File: config.mk
export PLATFORM = sky130hd
export DESIGN_NAME = pfic_irq_collector
export DESIGN_NICKNAME = d
export VERILOG_FILES = /design/src/hdl/pfic_pkg.sv /design/src/hdl/pfic_irq_collector.sv /design/src/hdl/pfic_regmem.sv
export VERILOG_INCLUDE_DIRS = /design/src /design/src/hdl
export SDC_FILE = /design/constraint.sdc
export NUM_CORES = 1
export LEC_CHECK = 0
export ABC_AREA = 1
export ABC_CLOCK_PERIOD_IN_PS = 4800
export BUFFER_PORTS_ARGS = -buffer_cell sky130_fd_sc_hd__buf_4
export CORE_UTILIZATION = 40
export DETAILED_ROUTE_END_ITERATION = 8
export GPL_TIMING_DRIVEN = 0
export SYNTH_ARGS = -nofsm -noshare
export SYNTH_HDL_FRONTEND = slang
export SYNTH_SLANG_ARGS = --single-unit
export TNS_END_PERCENT = 10
File: constraint.sdc
create_clock -name clk -period 4.8 [get_ports clk]
set_input_delay 0.48 -clock clk [delete_from_list [all_inputs] [get_ports clk]]
set_output_delay 0.48 -clock clk [all_outputs]
set_load 0.05 [all_outputs]
File: src/hdl/pfic_cfg.svh
// Register offsets, field positions and reset values of the irq collector
`ifndef PFIC_CFG_SVH
`define PFIC_CFG_SVH
`define PFIC_BASE_ADDR 16'h1100
`define PFIC_PEND_OFF 16'h0000
`define PFIC_EN_OFF 16'h0010
`define PFIC_TYPE_OFF 16'h0020
`define PFIC_POL_OFF 16'h0030
`define PFIC_VECT_OFF 16'h0040
`define PFIC_URG_OFF 16'h0044
`define PFIC_PFAIL_OFF 16'h0048
`define PFIC_WAKE_OFF 16'h0384
`define PFIC_SPAN 16'h0400
`define PFIC_WAKE_IDX 8'he1
`define PFIC_WAKE_RST 8'h01
`define PFIC_WAKE_PDC 0
`define PFIC_WAKE_SKIP 1
`define PFIC_PF_ONCE 0
`define PFIC_PF_LOCK 1
`define PFIC_NCH 32
`define PFIC_NREG 8
`define PFIC_RESP_OKAY 2'h0
`define PFIC_RESP_SLVERR 2'h2
`endif

File: src/hdl/pfic_pkg.sv
// Types shared by the irq collector design files
package pfic_pkg;
  typedef enum logic [2:0] {
    PFIC_IDLE = 3'b001,
    PFIC_WRSP = 3'b010,
    PFIC_RRSP = 3'b100
  } pfic_bus_e;
  typedef logic [31:0] pfic_word_t;
endpackage

File: src/hdl/pfic_irq_collector.sv
// Power-fail trap and maskable irq collector with AXI4-Lite registers
//
// The AXI4-Lite register port was left to the implementer.
`timescale 1ns/1ps
`include "pfic_cfg.svh"
module pfic_irq_collector (
  input wire logic clk,
  input wire logic reset_n,
  input wire logic [31:0] irq_src,
  input wire logic [31:0] irq_external,
  input wire logic power_fail_in_n,
  input wire logic [1:0] core_mode,
  output logic urgent_irq_out_n,
  output logic maskable_irq_out_n,
  output logic wake_req,
  input wire logic [15:0] awaddr,
  input wire logic awvalid,
  output logic awready,
  input wire logic [31:0] wdata,
  input wire logic [3:0] wstrb,
  input wire logic wvalid,
  output logic wready,
  output logic [1:0] bresp,
  output logic bvalid,
  input wire logic bready,
  input wire logic [15:0] araddr,
  input wire logic arvalid,
  output logic arready,
  output logic [31:0] rdata,
  output logic [1:0] rresp,
  output logic rvalid,
  input wire logic rready
);
  // Core modes: 0 run, 1 idle, 2 doze, 3 sleep
  logic [31:0] pend_reg, pend_next, src_dly_reg, src_dly_next;
  logic [31:0] en_word, type_word, pol_word, mem_rd;
  logic pf_dly_reg, pf_dly_next, urg_reg, urg_next;
  logic [1:0] arm_reg, arm_next;
  logic [7:0] wake_reg, wake_next;
  logic [4:0] vect_reg, vect_next;
  logic maskable_n_reg, maskable_n_next, wake_req_next;
  logic aw_got_reg, aw_got_next, w_got_reg, w_got_next;
  logic [15:0] aw_reg, aw_next;
  logic [31:0] wd_reg, wd_next;
  logic [3:0] ws_reg, ws_next;
  logic [1:0] bresp_next, rresp_next;
  logic [31:0] rdata_next;
  logic rd_mem_reg, rd_mem_next;
  pfic_pkg::pfic_bus_e st_reg, st_next;
  logic do_wr, do_rd, wr_ok, rd_ok;
  logic [15:0] wr_off, rd_off;
  logic ar_got_reg, ar_got_next;
  logic [15:0] ar_reg, ar_next;
  logic [1:0] mem_idx;
  logic [31:0] clr_mask, edge_hit, active_lvl, wake_ready;

  // Byte offset of a bus address from the block base
  function automatic logic [15:0] blk_off(input logic [15:0] a);
    blk_off = a - `PFIC_BASE_ADDR;
  endfunction

  // Offset within the block; out of range gives an error answer
  function automatic logic in_block(input logic [15:0] a);
    in_block = blk_off(a) < `PFIC_SPAN;
  endfunction

  // Enable, type and polarity words live in the small memory
  function automatic logic is_mem(input logic [15:0] off);
    is_mem = off[15:6] == 10'h0 && off[5:4] != 2'h0;
  endfunction

  // Highest numbered set bit, channel 31 wins
  function automatic logic [4:0] top_bit(input logic [31:0] v);
    top_bit = 5'h0;
    for (int i = 1; i < `PFIC_NCH; i++) begin
      if (v[i]) top_bit = 5'(i);
    end
  endfunction

  pfic_regmem u_mem (
    .clk(clk),
    .reset_n(reset_n),
    .wr_en(do_wr && wr_ok && is_mem(wr_off)),
    .wr_idx(mem_idx),
    .wr_data(wd_reg),
    .wr_strb(ws_reg),
    .rd_idx(rd_off[5:4] - 2'h1),
    .rd_data(mem_rd),
    .en_word(en_word),
    .type_word(type_word),
    .pol_word(pol_word)
  );

  assign mem_idx = wr_off[5:4] - 2'h1;
  assign wr_off = blk_off(aw_reg);
  assign rd_off = blk_off(ar_reg);
  assign do_wr = st_reg == pfic_pkg::PFIC_IDLE && aw_got_reg && w_got_reg;
  assign do_rd = st_reg == pfic_pkg::PFIC_IDLE && !do_wr && ar_got_reg;
  assign wr_ok = in_block(aw_reg) && aw_reg[1:0] == 2'h0;
  assign rd_ok = in_block(ar_reg) && ar_reg[1:0] == 2'h0;

  // Channel inputs: active level, selected edges and write-one clears
  always_comb begin
    active_lvl = irq_src ~^ pol_word;
    // Polarity 1 selects rising or high, 0 falling or low
    edge_hit = active_lvl & ~(src_dly_reg ~^ pol_word);
    clr_mask = 32'h0;
    if (do_wr && wr_ok && wr_off == `PFIC_PEND_OFF) begin
      for (int b = 0; b < 4; b++) begin
        if (ws_reg[b]) clr_mask[b*8 +: 8] = wd_reg[b*8 +: 8];
      end
    end
    clr_mask = clr_mask & type_word;
    src_dly_next = irq_src;
    for (int i = 0; i < `PFIC_NCH; i++) begin
      if (i == 0) begin
        pend_next[i] = 1'b0;
      end else if (!type_word[i]) begin
        pend_next[i] = active_lvl[i];
      end else begin
        // Set wins over a simultaneous clear
        pend_next[i] = edge_hit[i] | (pend_reg[i] & ~clr_mask[i]);
      end
    end
    // Pending kept regardless of enable; gated here and in the wake-up logic
    maskable_n_next = ~|(pend_reg & en_word);
    vect_next = top_bit(pend_reg & en_word);
  end

  // Wake-up: external any low-power mode, internal only idle
  always_comb begin
    wake_ready = pend_reg & en_word;
    if (wake_reg[`PFIC_WAKE_SKIP]) wake_ready = wake_ready & active_lvl;
    wake_req_next = 1'b0;
    if (core_mode == 2'h1) begin
      wake_req_next = |wake_ready;
    end else if (core_mode != 2'h0) begin
      wake_req_next = |(wake_ready & irq_external);
    end
  end

  // Power-fail trap with single-shot and locked arming
  always_comb begin
    pf_dly_next = power_fail_in_n;
    arm_next = arm_reg;
    urg_next = urg_reg;
    wake_next = wake_reg;
    if (urg_reg && !arm_reg[`PFIC_PF_LOCK]) begin
      arm_next[`PFIC_PF_ONCE] = 1'b0;
    end
    if (do_wr && wr_ok && ws_reg[0]) begin
      if (wr_off == `PFIC_PFAIL_OFF) arm_next = wd_reg[1:0];
      if (wr_off == `PFIC_URG_OFF && wd_reg[0]) urg_next = 1'b0;
      if (wr_off == `PFIC_WAKE_OFF) wake_next = {5'h0, wd_reg[2:0]};
    end
    // A trap in the same cycle as a software clear wins
    if (|arm_reg && pf_dly_reg && !power_fail_in_n) begin
      urg_next = 1'b1;
    end
  end

  // AXI4-Lite slave: both address and data latched, then one answer
  always_comb begin
    aw_got_next = aw_got_reg;
    w_got_next = w_got_reg;
    aw_next = aw_reg;
    wd_next = wd_reg;
    ws_next = ws_reg;
    st_next = st_reg;
    bresp_next = bresp;
    rresp_next = rresp;
    rdata_next = rdata;
    rd_mem_next = 1'b0;
    ar_got_next = ar_got_reg;
    ar_next = ar_reg;
    if (arvalid && arready) begin
      ar_got_next = 1'b1;
      ar_next = araddr;
    end
    if (awvalid && awready) begin
      aw_got_next = 1'b1;
      aw_next = awaddr;
    end
    if (wvalid && wready) begin
      w_got_next = 1'b1;
      wd_next = wdata;
      ws_next = wstrb;
    end
    case (st_reg)
      pfic_pkg::PFIC_IDLE: begin
        if (do_wr) begin
          aw_got_next = 1'b0;
          w_got_next = 1'b0;
          bresp_next = wr_ok ? `PFIC_RESP_OKAY : `PFIC_RESP_SLVERR;
          st_next = pfic_pkg::PFIC_WRSP;
        end else if (do_rd) begin
          rresp_next = rd_ok ? `PFIC_RESP_OKAY : `PFIC_RESP_SLVERR;
          ar_got_next = 1'b0;
          rdata_next = 32'h0;
          rd_mem_next = rd_ok && is_mem(rd_off);
          if (rd_ok) begin
            case (rd_off)
              `PFIC_PEND_OFF: rdata_next = pend_reg;
              `PFIC_VECT_OFF: rdata_next = {27'h0, vect_reg};
              `PFIC_URG_OFF: rdata_next = {31'h0, urg_reg};
              `PFIC_PFAIL_OFF: rdata_next = {30'h0, arm_reg};
              `PFIC_WAKE_OFF: rdata_next = {24'h0, wake_reg};
              default: rdata_next = 32'h0;
            endcase
          end
          st_next = pfic_pkg::PFIC_RRSP;
        end
      end
      pfic_pkg::PFIC_WRSP: begin
        if (bready) st_next = pfic_pkg::PFIC_IDLE;
      end
      pfic_pkg::PFIC_RRSP: begin
        if (rd_mem_reg) rdata_next = mem_rd;
        if (rready && !rd_mem_reg) st_next = pfic_pkg::PFIC_IDLE;
      end
      default: st_next = pfic_pkg::PFIC_IDLE;
    endcase
  end

  // Register stage for all state
  always_ff @(posedge clk or negedge reset_n) begin
    if (!reset_n) begin
      pend_reg <= 32'h0;
      src_dly_reg <= 32'h0;
      pf_dly_reg <= 1'b1;
      urg_reg <= 1'b0;
      arm_reg <= 2'h0;
      wake_reg <= `PFIC_WAKE_RST;
      vect_reg <= 5'h0;
      maskable_n_reg <= 1'b1;
      wake_req <= 1'b0;
      aw_got_reg <= 1'b0;
      w_got_reg <= 1'b0;
      aw_reg <= 16'h0;
      wd_reg <= 32'h0;
      ws_reg <= 4'h0;
      st_reg <= pfic_pkg::PFIC_IDLE;
      bresp <= 2'h0;
      rresp <= 2'h0;
      rdata <= 32'h0;
      rd_mem_reg <= 1'b0;
      ar_got_reg <= 1'b0;
      ar_reg <= 16'h0;
      urgent_irq_out_n <= 1'b1;
      awready <= 1'b1;
      wready <= 1'b1;
      arready <= 1'b1;
      bvalid <= 1'b0;
      rvalid <= 1'b0;
    end else begin
      pend_reg <= pend_next;
      src_dly_reg <= src_dly_next;
      pf_dly_reg <= pf_dly_next;
      urg_reg <= urg_next;
      arm_reg <= arm_next;
      wake_reg <= wake_next;
      vect_reg <= vect_next;
      maskable_n_reg <= maskable_n_next;
      wake_req <= wake_req_next;
      aw_got_reg <= aw_got_next;
      w_got_reg <= w_got_next;
      aw_reg <= aw_next;
      wd_reg <= wd_next;
      ws_reg <= ws_next;
      st_reg <= st_next;
      bresp <= bresp_next;
      rresp <= rresp_next;
      rdata <= rdata_next;
      rd_mem_reg <= rd_mem_next;
      ar_got_reg <= ar_got_next;
      ar_reg <= ar_next;
      urgent_irq_out_n <= !urg_next;
      awready <= !aw_got_next;
      wready <= !w_got_next;
      arready <= !ar_got_next;
      bvalid <= st_next == pfic_pkg::PFIC_WRSP;
      rvalid <= st_next == pfic_pkg::PFIC_RRSP && !rd_mem_next;
    end
  end

  // Maskable request straight from its flip-flop
  assign maskable_irq_out_n = maskable_n_reg;

  a_trap_edge: assert property (@(posedge clk) disable iff (!reset_n)
    |arm_reg && $fell(power_fail_in_n) |=> ##1 !urgent_irq_out_n)
    else $error("power-fail edge not trapped");
  a_once_clear: assert property (@(posedge clk) disable iff (!reset_n)
    urg_reg && arm_reg == 2'b01 && !(do_wr && wr_off == `PFIC_PFAIL_OFF)
    |=> !arm_reg[0])
    else $error("single-shot arm not cleared");
  a_lock_keep: assert property (@(posedge clk) disable iff (!reset_n)
    urg_reg && arm_reg[1] && !do_wr |=> arm_reg[1])
    else $error("locked arm lost");
  a_mask_out: assert property (@(posedge clk) disable iff (!reset_n)
    |(pend_reg & en_word) |=> !maskable_irq_out_n)
    else $error("maskable request missing");
  a_masked_quiet: assert property (@(posedge clk) disable iff (!reset_n)
    (pend_reg & en_word) == 32'h0 |=> maskable_irq_out_n)
    else $error("maskable request without cause");
  a_level_follow: assert property (@(posedge clk) disable iff (!reset_n)
    !type_word[5] ##1 !type_word[5] |-> pend_reg[5] == $past(active_lvl[5]))
    else $error("level pending not following source");
  a_edge_sticky: assert property (@(posedge clk) disable iff (!reset_n)
    type_word[3] && edge_hit[3] |=> pend_reg[3])
    else $error("edge event lost");
  a_vect_top: assert property (@(posedge clk) disable iff (!reset_n)
    pend_reg[31] && en_word[31] |=> vect_reg == 5'h1f)
    else $error("vector not highest channel");
endmodule // pfic_irq_collector

File: src/hdl/pfic_regmem.sv
// Small register memory for enable, type and polarity words
`timescale 1ns/1ps
module pfic_regmem (
  input wire logic clk,
  input wire logic reset_n,
  input wire logic wr_en,
  input wire logic [1:0] wr_idx,
  input wire logic [31:0] wr_data,
  input wire logic [3:0] wr_strb,
  input wire logic [1:0] rd_idx,
  output logic [31:0] rd_data,
  output logic [31:0] en_word,
  output logic [31:0] type_word,
  output logic [31:0] pol_word
);
  logic [31:0] mem_reg [3];
  logic [31:0] mem_next [3];
  logic [31:0] rd_data_next;

  // Byte-lane merge of a write and the registered read port
  always_comb begin
    for (int i = 0; i < 3; i++) begin
      mem_next[i] = mem_reg[i];
    end
    if (wr_en && wr_idx != 2'h3) begin
      for (int b = 0; b < 4; b++) begin
        if (wr_strb[b]) begin
          mem_next[wr_idx][b*8 +: 8] = wr_data[b*8 +: 8];
        end
      end
    end
    rd_data_next = (rd_idx == 2'h3) ? 32'h0 : mem_reg[rd_idx];
  end

  // Register stage
  always_ff @(posedge clk or negedge reset_n) begin
    if (!reset_n) begin
      for (int i = 0; i < 3; i++) begin
        mem_reg[i] <= 32'h0;
      end
      rd_data <= 32'h0;
    end else begin
      for (int i = 0; i < 3; i++) begin
        mem_reg[i] <= mem_next[i];
      end
      rd_data <= rd_data_next;
    end
  end

  assign en_word = {mem_reg[0][31:1], 1'b0};
  assign type_word = {mem_reg[1][31:1], 1'b0};
  assign pol_word = {mem_reg[2][31:1], 1'b0};
endmodule // pfic_regmem

== Word-level counts from Yosys, hierarchy flattened ==
Cells that the tools add are included.
Storage, ports and cells
  output and inout bits: 44
  bits in registers: 322
  RAM bits: 0
  memories: 0
  bits in latches: 0
  ROM bits: 0
Cells by class
  multiply operators: 0
  divide/modulo/power cells: 0
  order comparisons: 5
  mux-type cells: 125
  reduce and logical (&&, ||, !) cells: 53
  equal/unequal tests: 18
  shift-type cells: 0
  $add $sub $neg: 4
  bitwise operators: 104
Operators by type and width (count)
  $mux W96: 7
  $bwmux W96: 4
  $mux W32: 10
  $demux W32 S2: 4
  $and A32 B32 Y32: 5
  $pmux W32 S5: 1
  $mux W5: 30
  $reduce_or A32 Y1: 3
  $eq A16 B7 Y1 const B: 5
  $bmux W32 S2: 1
  $pmux W32 S2: 1
  $xnor A32 B32 Y32: 2
  $mux W1: 53
  $mux W8: 5
  $eq A16 B10 Y1 const B: 2
  $logic_not A16 Y1: 2
  $lt A16 B11 Y1 const B: 2
  $not A1 Y1: 32
  $not A32 Y32: 1
  $sub A16 B13 Y16 const B: 2
  $and A1 B1 Y1: 31
  $or A1 B1 Y1: 31
  $logic_and A1 B1 Y1: 24
  $mux W24: 1
  other kinds (22): 50

== Logic depth before layout (Yosys ltp) ==
  word-level depth: 32
  mapped depth: 30
  mapped depth without buffers: 30

== By module ==
From an unflattened synthesis, not the netlist that was laid out.
Unflattened totals
  cells, all modules: 1741
  area total of the unflattened synthesis: 15228.4 um^2
By module, submodules not included
  pfic_irq_collector: area an instance 9439.1 um^2, instances 1, cells each 1088, seq. area each 4789.6 um^2
  pfic_regmem: area an instance 5789.3 um^2, instances 1, cells each 653, seq. area each 3203.1 um^2

== Worst setup path after synthesis ==
Ideal clock, no wire load.
  path type: reg-to-reg
  from: reg ar_reg[4]
  to: reg rdata[1]
  setup time: 0.077 ns
  slack: 2.161 ns
  stages on the path, launching flop included: 11
  buffers on the path: 2
  arrival time: 2.561 ns
  cell sequence: dfrtp_1 -> inv_1 -> clkbuf_1 -> clkbuf_1 -> ha_1 -> inv_1 -> nor4_2 -> nand4_1 -> a41oi_1 -> o21ai_0 -> a21oi_1
Between the ends
  cells in the longest elaborated chain, start to end: 7
  elaborated cells on any way between the ends: 13
RTL lines
  start, declared: RTL line pfic_irq_collector.sv:53  | logic [15:0] ar_reg, ar_next;
  start signal, assigned: RTL line pfic_irq_collector.sv:276  | ar_reg <= ar_next;
  $sub A16 B13 Y16 (no line) (*)
  $lt A16 B11 Y1 (no line), or another cell as far along
  $logic_and A1 B1 Y1 or $pmux W32 S5 (tied branches): RTL line pfic_irq_collector.sv:100, pfic_irq_collector.sv:202
  $mux W32 (*): RTL line pfic_irq_collector.sv:201  | if (rd_ok) begin
  $mux W32 (*): RTL line pfic_irq_collector.sv:196  | end else if (do_rd) begin
  $mux W32 (*): RTL line pfic_irq_collector.sv:191  | if (do_wr) begin
  $pmux W32 S2 (*): RTL line pfic_irq_collector.sv:189  | case (st_reg)
  end signal, assigned: RTL line pfic_irq_collector.sv:273  | rdata <= rdata_next;
  end, declared: RTL line pfic_irq_collector.sv:29  | output logic [31:0] rdata,
Every way passes the cells marked *; elsewhere a longest branch is shown, timed or not. The select of a mux whose other input is x is not followed.
A chain may end at the register's enable or synchronous reset.

== Final worst setup path ==
  from: reg ar_reg[4]
  to: reg rdata[26]
The elaborated chain is that of the path after synthesis.

==> out/metrics.cfg <==
[outcome]
run_status=completed

[placed_design]
numPortBuffers=181
placement.setup.worst_slack_ns=0.826
gp_congestion=0.871
hpwl_um=32700

[power_and_ir_drop]
combPwrFrac_pct=34.4
power_density_nw_per_um2=545
p_seq_share_pct=38.0
cell_internal_pwr_w=0.00577
total_leakage_power_nw=8.28
power_frac_clock_pct=27.6
sw_frac_of_total_pct=39.5
net-switching-power_w=0.00376
vdd_drop_max_v=0.000419

[clock_network]
clock_tree.root_cell=sky130_fd_sc_hd__clkbuf_16
post-cts-setup-buffer-count=0
worst_skew_pair.late_latency_ns=0.51
numCtsBuffers=36
htree_levels=2
path_clk_slew_ns=0.06
cts_max_path_buffers=3
cts_tree=done
cts.sinks=319

[timing]
actual_slew_at_the_worst_max_slew_pin_ns=1.18
unrepaired_setup_endpoints_after_global_routing=no
timing.final.hold_violations=0
setup_slack_ns=0.727
slew_headroom_pct=21.0
fin_worst_skew_ns=0.0160
setup_violations_final=0
slew_violations=0
final_period_util_pct=84.9
timing.final.crit_period_ns=4.07
setup_tns_ns=0
maxClockFrequency_ghz=0.246

[synthesis]
yosysUniqueCellTypes=44
synth_top_family_by_area=compound AO/OA/AOI/OAI gates
post_synthesis_compound_gate_area_fraction_pct=17.6
ys.flop_type=sky130_fd_sc_hd__dfrtp_1
yosys_warnings=0
synth_edf_count=0
synth-seq-cells=319
yosys.area_share.adder_pct=0.175
yosys.area_share.simple_pct=17.6
synth_area_um2=14300
netlist_instances=1638
syn_avg_cell_area_um2=8.75
synth_commonest_cells=sky130_fd_sc_hd__nand2_1, sky130_fd_sc_hd__dfrtp_1, sky130_fd_sc_hd__inv_1
synth_area_leader_cell=sky130_fd_sc_hd__dfrtp_1
synth-seq-area-share_pct=55.7
synth_top_area_share_pct=54.3
yosysMostFrequentCell=sky130_fd_sc_hd__nand2_1
netlist_top_cells_area=sky130_fd_sc_hd__dfrtp_1, sky130_fd_sc_hd__nand2_1, sky130_fd_sc_hd__a21oi_1
async_flop_share_pct=100
yosys.area_share.xor_xnor_pct=0.855
yosys-mux-area-fraction_pct=1.34

[floorplanning]
chipWidth_um=191
initial_core_util_pct=41.1
rows=68
core_um2=34900
die_y_um=191
top_level_ports=186
floorplan.die_area_um2=36600

[routing]
post_drt_via_cell_ratio=5.45
dr.pass1.iters=7
drt_iter0_drc=1341
drc=0
route.final.wire_length_um=46000
vias=12800
average_wire_per_standard_cell_um=19.7
ant_nets=0

[worst_setup_path]
setup_slack_reg_to_reg_ns=0.73
critPathKind=register to register
data_arrival_critical_path_ns=4.50
end_kind=register
critPathRequiredTime_ns=5.23
path_max_fanout=11
critical_path.slowest_cell=sky130_fd_sc_hd__nor4_1
crit_chain=inv_1 -> clkbuf_1 -> clkbuf_1 -> ha_1 -> inv_1 -> nor4_1 -> buf_2 -> buf_2 -> nand3_1 -> a21oi_1
kind_of_start_point_of_the_critical_path=register
worst_path_largest_cell_delay_ns=0.76

[grt]
grt_first_pass_wirelength_um=71400
gr-total-overflow=0
number_of_global_route_vias_before_repair=12500
maximum_number_of_pins_on_one_net_before_global_route_repair=104
antenna_violations_before_repair=2
grtUsageTotal_pct=25.6

[layout]
drive_above_1_share_pct=15.0
insertedDiodeCount=0
area.growth.synth_to_final_pct=21.9
design.final.nets=2006

[min_path]
hp-class=primary input to register

[flow_run]
max_cap_viol_count=0

[cells by family after synthesis]
group | Yosys count
xor gates and xnor gates | 14
adders and majority gates | 2
muxes | 17
buffers and inverters | 251
AOI/OAI and AO/OA | 424
other | 1
DFF | 319
and+or+nand+nor | 610
[cell type report]
cell class	instances	area, um2
timing repair buffer	185	1460
multi-input combinational	1069	5390
sequential	319	7990
buffer	61	246
inverter	190	713
tap	455	569
clock inverter	3	15.0
clock buffer	58	1090
fill	3322	17400
[routing by layer]
layer / track usage (%) / up-vias / share of wire, %
met2: 40.0 / 513 / 46
met3: 5.21 / 81 / 8.0
met1: 35.7 / 6199 / 43
met5: 1.65 / - / 0.24
li1: - / 5964 / -
met4: 7.23 / 6 / 2.5
[per-stage QoR]
step	util [%]	total power [W]	cell area, um2	instances	hold WS, ns
floorplan	-	0.00563	14300	1639	0.184
global placement	46.6	0.00686	16300	2275	0.470
detailed placement	46.9	0.00692	16400	2278	0.413
CTS	50.1	0.00957	17500	2340	0.0791
global route	50.1	0.0100	17500	2340	0.0800
finish	50.1	0.00953	17500	2340	0.0879
[cell usage in the layout (no fill, tap or decap), types with 24 or more instances in the layout]
cell | netlist | final
sky130_fd_sc_hd__a21oi_1 | 156 | 156
sky130_fd_sc_hd__buf_4 | 3 | 183
sky130_fd_sc_hd__clkbuf_1 | 52 | 64
sky130_fd_sc_hd__clkbuf_16 | 0 | 37
sky130_fd_sc_hd__dfrtp_1 | 311 | 311
sky130_fd_sc_hd__inv_1 | 184 | 184
sky130_fd_sc_hd__nand2_1 | 342 | 342
sky130_fd_sc_hd__nand3_1 | 72 | 72
sky130_fd_sc_hd__nor2_1 | 150 | 150
sky130_fd_sc_hd__o211ai_1 | 34 | 34
sky130_fd_sc_hd__o21ai_0 | 115 | 115
sky130_fd_sc_hd__o21ai_1 | 24 | 24
sky130_fd_sc_hd__o311ai_0 | 57 | 57
[what timing repair did]
action	in CTS	in global routing
gates resized for setup	0	0
endpoints found under the hold margin	45	0
hold buffers	1	0
setup endpoints to repair	0	0
[power by group through the flow]
stage                     combinational [W]  sequential [W]  clock [W]
final                               0.00328         0.00362    0.00263
after floorplan                     0.00148         0.00415          0
after global routing                0.00356         0.00369    0.00277
after global placement              0.00321         0.00365          0
after CTS                           0.00328         0.00362    0.00267
after detailed placement            0.00326         0.00366          0
[final timing paths]
check,start,end,depth (start not counted)
max,ar_reg[4],rdata[26],10
min,power_fail_in_n,pf_dly_reg,1
max reg2reg,ar_reg[4],rdata[26],10
min reg2reg,u_mem.mem_reg[64],u_mem.mem_reg[64],2
max in group asynchronous,reset_n,wd_reg[10],4
min in group asynchronous,reset_n,aw_reg[13],2
[worst max-delay path, delay by kind of cell (launching register included)]
| family | cells | cell delay, ns |
|---|---|---|
| AOI/OAI and AO/OA | 1 | 0.16 |
| and+or+nand+nor | 2 | 0.89 |
| buffers and inverters | 6 | 2.23 |
| DFF | 1 | 0.38 |
| adders and majority gates | 1 | 0.31 |
Power figures use the tool's default switching activity.
